$ cat src/rtl/swd_regs.svh
// register map, reset values and timing counts of the watchdog set
`ifndef SWD_REGS_SVH
`define SWD_REGS_SVH
// Notes on behaviour
// - three watchdogs: two main, one RTC-domain
// - flash boot auto-enables RTC and first main
// - four stages, own timeouts, 32-bit counter
// - each stage enabled or disabled alone
// - main expiry: interrupt, CPU or core reset
// - RTC expiry: adds system reset option
// - locked configuration writes are ignored
// - late flash boot reboots main system
// - CPU reset hits one chosen core only
// - core reset spares RTC, system reset not

// bank decode: address[6:5] picks a watchdog, 3 is global
`define SWD_GLOBAL_BANK 2'h3
`define SWD_RTC_BANK    2'h2
// word index inside a bank, address[4:2]
`define SWD_CFG_OFS  3'h0
`define SWD_TMO0_OFS 3'h1
`define SWD_FEED_OFS 3'h5
`define SWD_KEY_OFS  3'h6
`define SWD_STAT_OFS 3'h7
`define SWD_GCTL_OFS 3'h0
// configuration word fields
`define SWD_CFG_EN_BIT  0
`define SWD_CFG_CPU_BIT 1
`define SWD_CFG_SEN_LSB 4
`define SWD_CFG_ACT_LSB 8
`define SWD_CFG_ACT_GAP 4
// reset values
`define SWD_TMO_RST  32'hFFFF_FFFF
`define SWD_LOCK_RST 1'b1
// key value is arbitrary
`define SWD_UNLOCK_KEY 32'h5A5A_A5A5
// timing
`define SWD_CLK_HZ   10000000
`define SWD_BOOT_MS  1000
`define SWD_AUTO_MS  2000
`define SWD_BOOT_CYC (`SWD_BOOT_MS * (`SWD_CLK_HZ / 1000))
`define SWD_AUTO_CYC (`SWD_AUTO_MS * (`SWD_CLK_HZ / 1000))
`endif

$ cat src/rtl/swd_pkg.sv
// types shared by the staged watchdog set
package swd_pkg;
  // expiry action of one stage
  typedef enum logic [2:0] {
    ACT_OFF  = 3'h0,
    ACT_IRQ  = 3'h1,
    ACT_CPU  = 3'h2,
    ACT_CORE = 3'h3,
    ACT_SYS  = 3'h4
  } swd_act_t;
  // stage sequence, gray coded along 0-1-2-3
  typedef enum logic [1:0] {
    STG_0 = 2'h0,
    STG_1 = 2'h1,
    STG_2 = 2'h3,
    STG_3 = 2'h2
  } swd_stage_t;
  // configuration of one watchdog
  typedef struct packed {
    logic [3:0][31:0] tmo;
    swd_act_t [3:0]   act;
    logic [3:0]       stg_en;
    logic             cpu_sel;
    logic             en;
  } swd_cfg_t;
  // events of one watchdog
  typedef struct packed {
    logic       irq;
    logic [1:0] cpu_rst;
    logic       core_rst;
    logic       sys_rst;
  } swd_evt_t;
  // stage to index
  function automatic logic [1:0] swd_idx(input swd_stage_t s);
    return {s[1], s[1] ^ s[0]};
  endfunction
  // index to stage
  function automatic swd_stage_t swd_stg(input logic [1:0] i);
    return swd_stage_t'({i[1], i[1] ^ i[0]});
  endfunction
endpackage

$ cat src/rtl/swd_core.sv
// one four-stage watchdog engine
`timescale 1ns/1ps
`default_nettype none
`include "swd_regs.svh"
module swd_core
  import swd_pkg::*;
#(
  parameter bit IS_RTC = 1'b0
)
(
  // clock, reset, enable
  input  wire logic       mclk,
  input  wire logic       srst,
  input  wire logic       ce,
  // control
  input  wire swd_cfg_t   cfg,
  input  wire logic       feed,
  input  wire logic       clr,
  // state and events
  output var  swd_stage_t stage,
  output var  swd_evt_t   evt
);
  logic [31:0] cnt_r;  // expiry counter
  logic [1:0]  idx;    // current stage as index
  logic        any_en; // some stage enabled
  logic        hit;    // enabled stage expires
  logic        skip;   // disabled stage passed over

  assign idx    = swd_idx(stage);
  assign any_en = cfg.en && (|cfg.stg_en);
  assign hit    = any_en && cfg.stg_en[idx] && (cnt_r >= cfg.tmo[idx]);
  assign skip   = any_en && !cfg.stg_en[idx];

  // stage walk and counter
  always_ff @(posedge mclk)
  begin
    if (srst)
    begin
      stage <= STG_0;
      cnt_r <= 32'h0;
    end
    else if (ce)
    begin
      if (feed || clr || !cfg.en)
      begin
        // feed returns to the first stage
        stage <= STG_0;
        cnt_r <= 32'h0;
      end
      else if (hit || skip)
      begin
        // next stage counts from zero
        stage <= swd_stg(idx + 2'h1);
        cnt_r <= 32'h0;
      end
      else if (any_en)
        cnt_r <= cnt_r + 32'h1;
    end
  end

  // expiry actions; resets pulse, interrupt holds until fed
  always_ff @(posedge mclk)
  begin
    if (srst)
      evt <= '0;
    else if (ce)
    begin
      evt.cpu_rst  <= 2'h0;
      evt.core_rst <= 1'b0;
      evt.sys_rst  <= 1'b0;
      if (feed || clr || !cfg.en)
        evt.irq <= 1'b0;
      else if (hit)
      begin
        case (cfg.act[idx])
          ACT_IRQ:  evt.irq <= 1'b1;
          ACT_CPU:  evt.cpu_rst[cfg.cpu_sel] <= 1'b1;
          ACT_CORE: evt.core_rst <= 1'b1;
          ACT_SYS:
          begin
            // main watchdogs cannot reach the RTC domain
            evt.core_rst <= 1'b1;
            evt.sys_rst  <= IS_RTC;
          end
          default:  evt.irq <= evt.irq;
        endcase
      end
    end
  end
endmodule
`default_nettype wire

$ cat src/rtl/swd_bootguard.sv
// flash boot guard: auto-enable and boot deadline
`timescale 1ns/1ps
`default_nettype none
`include "swd_regs.svh"
module swd_bootguard
#(
  parameter logic [31:0] BOOT_CYC = `SWD_BOOT_CYC
)
(
  // clock, reset, enable
  input  wire logic mclk,
  input  wire logic srst,
  input  wire logic ce,
  // boot status
  input  wire logic flash_boot,
  input  wire logic boot_done,
  // results
  output logic      auto_en,
  output logic      guard_on,
  output logic      expire
);
  logic        seen_r; // strap already sampled
  logic [31:0] cnt_r;  // boot time so far

  // strap caught in the first cycle after release
  always_ff @(posedge mclk)
  begin
    if (srst)
    begin
      seen_r   <= 1'b0;
      guard_on <= 1'b0;
      auto_en  <= 1'b0;
      expire   <= 1'b0;
      cnt_r    <= 32'h0;
    end
    else if (ce)
    begin
      auto_en <= 1'b0;
      expire  <= 1'b0;
      if (!seen_r)
      begin
        seen_r   <= 1'b1;
        guard_on <= flash_boot;
        auto_en  <= flash_boot;
      end
      else if (guard_on)
      begin
        if (boot_done)
          guard_on <= 1'b0;
        else if (cnt_r >= BOOT_CYC - 32'h1)
        begin
          // deadline missed, reboot main system
          expire   <= 1'b1;
          guard_on <= 1'b0;
        end
        else
          cnt_r <= cnt_r + 32'h1;
      end
    end
  end
endmodule
`default_nettype wire

$ cat src/rtl/swd_top.sv
// staged watchdog set with avalon-mm register slave
`timescale 1ns/1ps
`default_nettype none
`include "swd_regs.svh"
module swd_top
  import swd_pkg::*;
#(
  parameter logic [31:0] BOOT_CYC = `SWD_BOOT_CYC,
  parameter logic [31:0] AUTO_CYC = `SWD_AUTO_CYC
)
(
  // clock, reset, enable
  input  wire logic        mclk,
  input  wire logic        srst,
  input  wire logic        ce,
  // avalon-mm slave
  input  wire logic [6:0]  avs_address,
  input  wire logic        avs_read,
  input  wire logic        avs_write,
  input  wire logic [31:0] avs_writedata,
  input  wire logic [3:0]  avs_byteenable,
  output logic [31:0]      avs_readdata,
  output logic             avs_waitrequest,
  // boot strap
  input  wire logic        flash_boot,
  // watchdog outputs
  output logic [2:0]       wdt_irq,
  output logic [1:0]       cpu_rst,
  output logic             core_rst,
  output logic             sys_rst
);
  //--------------------------------------------------
  // declarations
  //--------------------------------------------------
  swd_cfg_t    cfg_r [3];   // per watchdog configuration
  logic [2:0]  lock_r;      // write protection per watchdog
  logic [2:0]  feed_r;      // feed pulse per watchdog
  logic        done_r;      // software says boot is done
  swd_evt_t    evt [3];     // events from the engines
  swd_stage_t  stg [3];     // current stages
  logic        auto_en;     // boot auto-enable pulse
  logic        guard_on;    // boot deadline running
  logic        boot_exp;    // boot deadline missed
  logic [1:0]  bank;        // selected watchdog
  logic [2:0]  word;        // selected word
  logic        wr;          // write takes effect now
  logic [31:0] rd_nxt;      // read data to latch
  logic [1:0]  any_cpu;     // combined cpu resets
  logic        any_core;    // combined core resets
  logic        any_sys;     // combined system resets

  assign bank = avs_address[6:5];
  assign word = avs_address[4:2];
  // the write lands on the edge where waitrequest is low
  assign wr   = avs_write && !avs_waitrequest;

  //--------------------------------------------------
  // helpers
  //--------------------------------------------------
  // pack configuration fields into the bus word
  function automatic logic [31:0] cfg_word(input swd_cfg_t c);
    logic [31:0] w;
    w = 32'h0;
    w[`SWD_CFG_EN_BIT]  = c.en;
    w[`SWD_CFG_CPU_BIT] = c.cpu_sel;
    w[`SWD_CFG_SEN_LSB +: 4] = c.stg_en;
    for (int k = 0; k < 4; k++)
      w[`SWD_CFG_ACT_LSB + `SWD_CFG_ACT_GAP * k +: 3] = c.act[k];
    return w;
  endfunction

  // replace only the enabled byte lanes
  function automatic logic [31:0] merge(input logic [31:0] old,
                                        input logic [31:0] nw,
                                        input logic [3:0]  be);
    logic [31:0] w;
    w = old;
    for (int b = 0; b < 4; b++)
      if (be[b])
        w[8 * b +: 8] = nw[8 * b +: 8];
    return w;
  endfunction

  //--------------------------------------------------
  // bus handshake
  //--------------------------------------------------
  // every access waits exactly one cycle, then is answered
  always_ff @(posedge mclk)
  begin
    if (srst)
      avs_waitrequest <= 1'b1;
    else if (ce)
      avs_waitrequest <= !((avs_read || avs_write) && avs_waitrequest);
  end

  // read data latched one edge before waitrequest is seen low
  always_ff @(posedge mclk)
  begin
    if (srst)
      avs_readdata <= 32'h0;
    else if (ce && avs_read && avs_waitrequest)
      avs_readdata <= rd_nxt;
  end

  //--------------------------------------------------
  // read decode
  //--------------------------------------------------
  always_comb
  begin
    rd_nxt = 32'h0;
    if (bank == `SWD_GLOBAL_BANK)
    begin
      // global status: boot done and guard running
      if (word == `SWD_GCTL_OFS)
        rd_nxt = {30'h0, guard_on, done_r};
    end
    else if (word == `SWD_CFG_OFS)
      rd_nxt = cfg_word(cfg_r[bank]);
    else if (word == `SWD_FEED_OFS)
      rd_nxt = 32'h0; // feed reads as zero
    else if (word == `SWD_KEY_OFS)
      rd_nxt = {31'h0, lock_r[bank]};
    else if (word == `SWD_STAT_OFS)
      rd_nxt = {29'h0, evt[bank].irq, swd_idx(stg[bank])};
    else
      rd_nxt = cfg_r[bank].tmo[2'(word - `SWD_TMO0_OFS)];
  end

  //--------------------------------------------------
  // configuration registers
  //--------------------------------------------------
  // auto-enable on flash boot, else guarded software writes
  always_ff @(posedge mclk)
  begin
    if (srst)
    begin
      for (int i = 0; i < 3; i++)
      begin
        cfg_r[i]     <= '0;
        cfg_r[i].tmo <= {4{`SWD_TMO_RST}};
      end
    end
    else if (ce)
    begin
      for (int i = 0; i < 3; i++)
      begin
        if (auto_en && (i != 1))
        begin
          // first main and RTC watchdog armed without software
          cfg_r[i].en     <= 1'b1;
          cfg_r[i].stg_en <= 4'h1;
          cfg_r[i].tmo[0] <= AUTO_CYC;
          cfg_r[i].act[0] <= (i == 2) ? ACT_SYS : ACT_CORE;
        end
        else if (wr && (bank == 2'(i)) && !lock_r[i])
        begin
          if (word == `SWD_CFG_OFS)
          begin
            logic [31:0] w;
            w = merge(cfg_word(cfg_r[i]), avs_writedata,
                      avs_byteenable);
            cfg_r[i].en      <= w[`SWD_CFG_EN_BIT];
            cfg_r[i].cpu_sel <= w[`SWD_CFG_CPU_BIT];
            cfg_r[i].stg_en  <= w[`SWD_CFG_SEN_LSB +: 4];
            for (int k = 0; k < 4; k++)
              cfg_r[i].act[k] <= swd_act_t'(
                w[`SWD_CFG_ACT_LSB + `SWD_CFG_ACT_GAP * k +: 3]);
          end
          else if ((word >= `SWD_TMO0_OFS) && (word < `SWD_FEED_OFS))
          begin
            // one timeout word per stage
            cfg_r[i].tmo[2'(word - `SWD_TMO0_OFS)] <= merge(
              cfg_r[i].tmo[2'(word - `SWD_TMO0_OFS)],
              avs_writedata, avs_byteenable);
          end
        end
      end
    end
  end

  //--------------------------------------------------
  // write protection
  //--------------------------------------------------
  // only the full key unlocks, any other key write relocks
  always_ff @(posedge mclk)
  begin
    if (srst)
      lock_r <= {3{`SWD_LOCK_RST}};
    else if (ce)
    begin
      for (int i = 0; i < 3; i++)
        if (wr && (bank == 2'(i)) && (word == `SWD_KEY_OFS))
          lock_r[i] <= !((avs_byteenable == 4'hF) &&
                         (avs_writedata == `SWD_UNLOCK_KEY));
    end
  end

  //--------------------------------------------------
  // feed and boot done
  //--------------------------------------------------
  // feed is a one-cycle pulse, dropped while locked
  always_ff @(posedge mclk)
  begin
    if (srst)
      feed_r <= 3'h0;
    else if (ce)
    begin
      for (int i = 0; i < 3; i++)
        feed_r[i] <= wr && (bank == 2'(i)) &&
                     (word == `SWD_FEED_OFS) && !lock_r[i];
    end
  end

  // write one to bit 0 ends the boot deadline
  always_ff @(posedge mclk)
  begin
    if (srst)
      done_r <= 1'b0;
    else if (ce && wr && (bank == `SWD_GLOBAL_BANK) &&
             (word == `SWD_GCTL_OFS) && avs_byteenable[0] &&
             avs_writedata[0])
      done_r <= 1'b1;
  end

  //--------------------------------------------------
  // engines
  //--------------------------------------------------
  // two main watchdogs and one RTC-domain watchdog
  generate
    for (genvar g = 0; g < 3; g++)
    begin : g_wdt
      swd_core #(
        .IS_RTC (g == 2)
      ) u_core (
        .mclk  (mclk),
        .srst  (srst),
        .ce    (ce),
        .cfg   (cfg_r[g]),
        .feed  (feed_r[g]),
        // a core reset spares the RTC-domain watchdog
        .clr   ((g == 2) ? sys_rst : (core_rst || sys_rst)),
        .stage (stg[g]),
        .evt   (evt[g])
      );
    end
  endgenerate

  swd_bootguard #(
    .BOOT_CYC (BOOT_CYC)
  ) u_guard (
    .mclk       (mclk),
    .srst       (srst),
    .ce         (ce),
    .flash_boot (flash_boot),
    .boot_done  (done_r),
    .auto_en    (auto_en),
    .guard_on   (guard_on),
    .expire     (boot_exp)
  );

  //--------------------------------------------------
  // reset and interrupt outputs
  //--------------------------------------------------
  // merge the events of all three watchdogs
  always_comb
  begin
    any_cpu  = 2'h0;
    any_core = boot_exp;
    any_sys  = 1'b0;
    for (int i = 0; i < 3; i++)
    begin
      any_cpu  = any_cpu | evt[i].cpu_rst;
      any_core = any_core | evt[i].core_rst;
      any_sys  = any_sys | evt[i].sys_rst;
    end
  end

  // outputs registered once more for clean pins
  always_ff @(posedge mclk)
  begin
    if (srst)
    begin
      wdt_irq  <= 3'h0;
      cpu_rst  <= 2'h0;
      core_rst <= 1'b0;
      sys_rst  <= 1'b0;
    end
    else if (ce)
    begin
      for (int i = 0; i < 3; i++)
        wdt_irq[i] <= evt[i].irq;
      cpu_rst  <= any_cpu;
      core_rst <= any_core;
      sys_rst  <= any_sys;
    end
  end
endmodule
`default_nettype wire

$ cat config.mk
export PLATFORM = sky130hd
export DESIGN_NAME = swd_top
export DESIGN_NICKNAME = d
export VERILOG_FILES = /design/src/rtl/swd_pkg.sv /design/src/rtl/swd_core.sv /design/src/rtl/swd_bootguard.sv /design/src/rtl/swd_top.sv
export VERILOG_INCLUDE_DIRS = /design/src /design/src/rtl
export SDC_FILE = /design/constraint.sdc
export NUM_CORES = 1
export LEC_CHECK = 0
export ABC_CLOCK_PERIOD_IN_PS = 4600
export BUFFER_PORTS_ARGS = -buffer_cell sky130_fd_sc_hd__buf_4
export CAP_MARGIN = 30
export CORE_MARGIN = 5
export CORE_UTILIZATION = 50
export CTS_BUF_LIST = sky130_fd_sc_hd__clkbuf_2 sky130_fd_sc_hd__clkbuf_4 sky130_fd_sc_hd__clkbuf_8
export CTS_CLUSTER_DIAMETER = 60
export DETAILED_ROUTE_END_ITERATION = 12
export PLACE_DENSITY = 0.71
export SETUP_SLACK_MARGIN = 0.15
export SYNTH_ARGS = -nofsm -noshare
export SYNTH_HDL_FRONTEND = slang
export SYNTH_SLANG_ARGS = --single-unit
export TNS_END_PERCENT = 10
$ cat constraint.sdc
create_clock -name mclk -period 4.6 [get_ports mclk]
set_clock_uncertainty 0.05 [all_clocks]
set_input_delay 0.46 -clock mclk [delete_from_list [all_inputs] [get_ports mclk]]
set_output_delay 0.46 -clock mclk [all_outputs]
set_load 0.005 [all_outputs]
==> results of run 1 <==
## critical path: cells and delay by family (launching register included)
family	cells	cell delay (ns)
AOI/OAI and AO/OA	4	0.80
buffers and inverters	3	0.54
DFF	1	0.66
muxes	1	0.53
adders and majority gates	1	0.12
and+or+nand+nor	3	1.26
## registers in the layout, summed over array words and instances, names as in the netlist
name,flops
u_guard.cnt_r,32
u_guard.seen_r,1
g_wdt.u_core.stage,6
g_wdt.u_core.cnt_r,96
cfg_r,438
g_wdt.u_core.evt,13
sys_rst,1
wdt_irq,3
u_guard.guard_on,1
avs_readdata,32
feed_r,3
cpu_rst,2
done_r,1
lock_r,3
avs_waitrequest,1
core_rst,1
u_guard.expire,1
u_guard.auto_en,1
## through the flow
step	setup slack (ns)	hold WS (ns)	power (mW)	util, %	cells
after floorplan	1.078	0.3679	7.118	-	2998
after global placement	0.4376	0.3800	7.519	52.77	3875
after detailed placement	0.5568	0.4002	7.558	52.90	3880
after CTS	0.5547	0.04931	13.08	56.33	4090
after global routing	0.2633	0.09911	13.46	56.37	4092
final	0.5711	0.1035	13.06	56.37	4093
## Yosys cell counts (4+ instances only)
cell      count  area, um2
edfxtp_1    438      13150
a22o_1        4      35.03
a21o_1       19      142.6
nand2b_1     17      106.4
or3_1         6      37.54
o21ai_1       9      45.04
nand2_1     418       1569
nor4_2       10      125.1
a22oi_1      30      225.2
nand4_1      45      281.5
a21oi_1      79      395.4
xor2_1       63      551.8
and2_1       15      93.84
o211ai_1      4      30.03
dfxtp_1     198       3964
ha_1        106       1326
nor2b_1      17      106.4
buf_6         4      45.04
a32o_1        6      60.06
mux4_2      270       6081
nor4_1       18      112.6
nor4bb_1      4      40.04
a211oi_1     14      105.1
and3_1       68      425.4
and4_1        6      52.55
o31ai_1       4      30.03
or4_1         7      52.55
inv_1       118      442.9
or2_2         8      50.05
a31oi_1       5      31.28
mux2i_1     154       1541
buf_2        72      360.4
xnor2_1      52      455.4
buf_1        21      78.83
nand3_1      52      260.3
o21ai_0     218       1091
nor3_1       20      100.1
clkbuf_1    115      431.7
nor3b_1       4      30.03
o21a_1       15      112.6
nor2_1      210      788.3
## per-layer routing
layer,wire length [um],share of wire [%],vias up
met3,12650,12,278
met5,9,0.0083,-
met2,50310,46,1748
li1,-,-,11360
met1,40640,37,13330
met4,5196,4.8,2
## power breakdown
| group | internal, mW | switching, mW | total [mW] |
|---|---|---|---|
| Combinational | 0.419 | 0.760 | 1.18 |
| Clock | 3.12 | 2.47 | 5.59 |
| Sequential | 6.22 | 0.0714 | 6.29 |
## kinds of logic after synthesis
family / Yosys count
muxes: 424
buffers and inverters: 332
and+or+nand+nor: 943
DFF: 636
xor gates and xnor gates: 115
AOI/OAI and AO/OA: 442
adders and majority gates: 106
## cell type report
cell class | instances | area share (%)
antenna | 2 | 0.01263
clock buffer | 151 | 4.646
clock inverter | 55 | 1.327
inverter | 119 | 1.131
multi-input combinational | 2030 | 43.14
sequential | 636 | 43.23
tap | 940 | 2.969
timing repair buffer | 160 | 3.547
## worst min path at each step
stage | from | end | slack (ns) | cells after the start
2_1_floorplan | feed_r[0]$_SDFFE_PP0P_ | feed_r[0]$_SDFFE_PP0P_ | 0.37 | 2
3_3_place_gp | feed_r[0]$_SDFFE_PP0P_ | feed_r[0]$_SDFFE_PP0P_ | 0.38 | 2
3_5_place_dp | feed_r[1]$_SDFFE_PP0P_ | feed_r[1]$_SDFFE_PP0P_ | 0.40 | 2
4_1_cts | avs_address[4] | feed_r[1]$_SDFFE_PP0P_ | 0.05 | 3
5_1_grt | avs_writedata[1] | cfg_r[2][1]$_SDFFCE_PN0P_ | 0.1 | 2
6_report | avs_address[4] | feed_r[1]$_SDFFE_PP0P_ | 0.10 | 3
## repair_timing
action	in CTS	in global routing
resized for setup	0	0
hold buffers	4	0
buffers inserted	0	0
hold endpoints to repair	3	0
==> metrics, run 1 <==
Worst R2R Setup Slack=0.57 ns; CP Cell Sequence=buf_12, mux4_2, inv_1, ha_1, nand4_1, nor4_1, o21ai_0, o21ai_2, a211oi_1, buf_4, nor4_1, a32o_1; initial antenna violation count=6; nature of the critical path startpoint=flop; Site Rows=97; RSZ-0062 raised after global routing=false; Fill cells=5668; number of synthesis warnings=0; Worst Max-Slew Pin Slew=1.050 ns; initial drt markers=3513; most used routing layer=met2; Critical Path Fanout Max=21; Post-synth EDFFs=438; largest net degree at the start of global routing=100; Critical-path top delay cell=dfxtp_2; reg2reg start=g_wdt[0].u_core.stage[0]$_SDFFE_PP0P_; Compound-Gate Fraction of Synth Area=7.540%; Pre-Repair DR Iteration Count=7; post-synthesis mux area share=21.45%; met2 usage=43.96%; max-capacitance violation count=0; vias=26.72k; vias per cell=6.527; CP Launch Point=g_wdt[0].u_core.stage[0]$_SDFFE_PP0P_; most frequent cells in the layout=edfxtp_1 (438), nand2_1 (418), mux4_2 (270); largest family of logic cells by synthesized area=multiplexers; critical path class=flop to flop; final setup vio count=0; total CTS buffers=108; DP HPWL=72780 um; status=finished clean; most frequent CP cell=nor4_1; area of the multi-input gates=17090 um2; setup TNS=0 ns; worst-case clock buffer depth=3; vias in the first global route=26.71k; Slowest Stage Delay on Critical Path=0.66 ns; Syn Inst Count=2998; max-slew violations=0; Die X-Extent=276.6 um; XOR/XNOR Fraction of Synth Area=2.835%; Slew headroom=30.01%; port bufs=86; Syn Nets=3153; routability cong.=0.9528; CP Capture Point=g_wdt[0].u_core.evt[3]$_SDFFE_PP0P_; critical path endpoint category=flop; VDD IR max=0.2287 mV; synth unique cells=81; r2r endpoint=g_wdt[0].u_core.evt[3]$_SDFFE_PP0P_; antenna viol nets, final=0; PwrDens=329.8 nW/um2; Remaining DRCs=0; WP data arrival=4.67 ns; P_leak=13.61 nW; Root Buffer=clkbuf_8; Post-DP Area=37180 um2; clock slew at reported path FFs=0.06 ns; WL final=108800 um; CTS tree=yes; mapped cell area=35530 um2; WL/cell=26.58 um; fraction of layout cells with a size suffix above 1=20.98%; Final Cycle Share=87.58%; met3 usage=6.218%; H-tree depth=3; die area=76490 um2; flops & latches, synth=636; grt total ovfl=0; Skew-Pair Late Insertion Delay=0.75 ns; simple-gate share of the synthesized area=12.41%; GR Util met1=37.01%; Final nets=3210; final hold viol count=0; WP data required=5.24 ns; first-pass GRT wire length=164300 um; Synth Flop Type=edfxtp_1; most common cell after layout, fill and taps aside=edfxtp_1; die height=276.6 um; core area=70270 um2; fmax=248.2 MHz; clk sinks=636; Area Overhead vs Synth=11.50%; sequential share of the synthesized area=48.18%; R2R depth=12; post-synthesis adder-cell area fraction=3.733%; Seq. cell area=17120 um2; Total GRT Usage=27.76%; number of top-level pins=89; Hold Path Class=input pin to flop; syn avg cell area=11.85 um2; share of flip-flops with an asynchronous set or reset=0%; initial core utilization=50.56%; Final min period=4.029 ns; fin area=39610 um2
(Power assumes the default switching activity.)
==> inputs of run 2 (changes only) <==
==> constraint.sdc (replaced) <==
create_clock -name mclk -period 4.6 [get_ports mclk]
set_clock_uncertainty 0.05 [all_clocks]
set_input_delay 0.23 -clock mclk [delete_from_list [all_inputs] [get_ports mclk]]
set_output_delay 0.23 -clock mclk [all_outputs]
set_load 0.005 [all_outputs]
==> run 2 against run 1 <==
Net effect:
- via count is 0.36% lower
- worst setup slack improved by 0.056 ns
- cell area up 0.69%
- clock-buffer cell count grew 14
- sequential power barely moved
- sequential share of layout area shrank 0.30 points
- combinational power hardly changed
- hold slack lost 0.019 ns
- clock power decreased by 4.1%
==> metrics, run 2 (same netlist as run 1, synthesis figures left out) <==
max-capacitance violation count=0; number of top-level pins=89; DP HPWL=72550 um; Post-CTS Setup Bufs=0; VDD IR max=0.2478 mV; fraction of layout cells with a size suffix above 1=20.75%; WP data arrival=4.60 ns; die height=276.6 um; Final nets=3246; nature of the critical path startpoint=flop; reg2reg start=g_wdt[2].u_core.stage[1]$_SDFFE_PP0P_; Hold Path Class=input pin to flop; routability cong.=0.9174; core area=70270 um2; final hold viol count=0; Critical-path top delay cell=dfxtp_2; RSZ-0062 raised after global routing=false; Slowest Stage Delay on Critical Path=0.66 ns; vias=26.62k; Area Overhead vs Synth=12.27%; clock slew at reported path FFs=0.07 ns; setup TNS=0 ns; most frequent CP cell=o21a_1; first-pass GRT wire length=164600 um; number of flip-flops in the largest register=438; die area=76490 um2; vias in the first global route=26.80k; WP data required=5.23 ns; Root Buffer=clkbuf_8; Site Rows=97; grt total ovfl=0; r2r endpoint=g_wdt[2].u_core.evt[0]$_SDFFE_PP0P_; initial antenna violation count=5; Endpoint, Worst Hold=feed_r[0]$_SDFFE_PP0P_; status=finished clean; PwrDens=322.4 nW/um2; Most flops, register=cfg_r; most common cell after layout, fill and taps aside=edfxtp_1; Slew headroom=32.56%; most frequent cells in the layout=edfxtp_1 (438), nand2_1 (418), mux4_2 (270); Worst R2R Setup Slack=0.63 ns; Final min period=3.973 ns; Hold Path Depth=4; clk sinks=636; P_leak=13.73 nW; antenna viol nets, final=0; max-slew violations=0; port bufs=86; fin util=56.76%; CP Cell Sequence=buf_4, mux4_2, inv_1, ha_1, o21a_1, o21ai_0, o21a_1, o311ai_1, a21oi_1, nor4_1, a32o_1; total CTS buffers=111; critical path endpoint category=flop; Die X-Extent=276.6 um; Total GRT Usage=27.70%; Skew-Pair Late Insertion Delay=0.75 ns; vias per cell=6.450; worst hold start=ce; R2R depth=11; worst-case clock buffer depth=3; H-tree depth=3; WL/cell=26.27 um; Fill cells=5648; initial core utilization=50.56%; fmax=251.7 MHz; WL final=108400 um; Critical Path Fanout Max=17; Final Cycle Share=86.37%; initial drt markers=3260; Remaining DRCs=0; largest net degree at the start of global routing=95; CTS tree=yes; biggest regs=cfg_r: 438 flops, g_wdt.u_core.cnt_r: 96 flops; critical path class=flop to flop; Worst Max-Slew Pin Slew=1.008 ns; final setup vio count=0; Pre-Repair DR Iteration Count=8
## run 2: cell types whose count changed in the layout (fill, tap and decap cells not counted), moves of 2 or more
cell,previous run,this run
buf_12,13,16
buf_4,140,136
bufinv_16,9,1
clkbuf_4,38,41
clkbuf_8,113,124
clkinv_2,18,15
clkinvlp_4,2,0
dlygate4sd3_1,4,39
## run 2: final cells by class
cell class / instances / area [um2] / share of cell area [%]
inverter: 119 / 447.9 / 1.123
sequential: 636 / 17120 / 42.93
tap: 940 / 1176 / 2.949
clock buffer: 165 / 2014 / 5.050
antenna: 1 / 2.502 / 0.006274
multi-input combinational: 2030 / 17090 / 42.85
timing repair buffer: 193 / 1758 / 4.407
clock inverter: 43 / 274.0 / 0.6870
## run 2: worst max path at each step
stage                                                   to  depth (start not counted)  slack [ns]                             startpoint
finish                 g_wdt[2].u_core.evt[0]$_SDFFE_PP0P_                         11        0.63  g_wdt[2].u_core.stage[1]$_SDFFE_PP0P_
detailed placement              cfg_r[2][45]$_SDFFCE_PN0P_                         11        0.69                         avs_address[2]
global placement    g_wdt[2].u_core.cnt_r[31]$_SDFFE_PP0P_                         11        0.55  g_wdt[2].u_core.stage[1]$_SDFFE_PP0P_
CTS                    g_wdt[2].u_core.evt[0]$_SDFFE_PP0P_                         11        0.66  g_wdt[2].u_core.stage[1]$_SDFFE_PP0P_
floorplan            g_wdt[2].u_core.cnt_r[0]$_SDFFE_PP0P_                         13        1.08  g_wdt[2].u_core.stage[1]$_SDFFE_PP0P_
global route           g_wdt[2].u_core.evt[0]$_SDFFE_PP0P_                         11        0.41  g_wdt[2].u_core.stage[1]$_SDFFE_PP0P_
## run 2: what timing repair did
item,in CTS,in global routing
hold buffers,39,0
resized for setup,0,0
endpoints found under the hold margin,288,0
## run 2: through the flow
stage | total power, mW | setup WS (ns) | hold WS (ns) | cells | instance area [um2]
CTS | 12.87 | 0.6605 | 0.03193 | 4126 | 39880
global placement | 7.519 | 0.5538 | 0.3872 | 3871 | 37050
global route | 13.27 | 0.4140 | 0.04924 | 4127 | 39890
detailed placement | 7.563 | 0.6871 | 0.3982 | 3879 | 37210
floorplan | 7.118 | 1.079 | 0.3568 | 2998 | 35530
finish | 12.86 | 0.6271 | 0.08503 | 4127 | 39890
## run 2: per-layer routing
metal  wire length, um  vias up  GRT usage, %
met5                 0        -             0
met1             40550    13190         36.04
met3             12890      301         7.821
li1                  -    11440             -
met2             49750     1685         43.62
met4              5215        0         12.47
## run 2: critical path: cells and delay by family, from the launching register on
family / cells / cell delay [ns]
AOI/OAI and AO/OA: 6 / 1.37
muxes: 1 / 0.54
adders and majority gates: 1 / 0.17
and+or+nand+nor: 1 / 0.59
buffers and inverters: 2 / 0.51
DFF: 1 / 0.66
## run 2: power by group
part | total [mW] | internal [mW] | switching, mW | leakage, nW
sequential | 6.29 | 6.22 | 0.0722 | 5.16
combinational | 1.20 | 0.442 | 0.760 | 7.34
clock | 5.36 | 2.88 | 2.48 | 1.23
total | 12.9 | 9.55 | 3.31 | 13.7
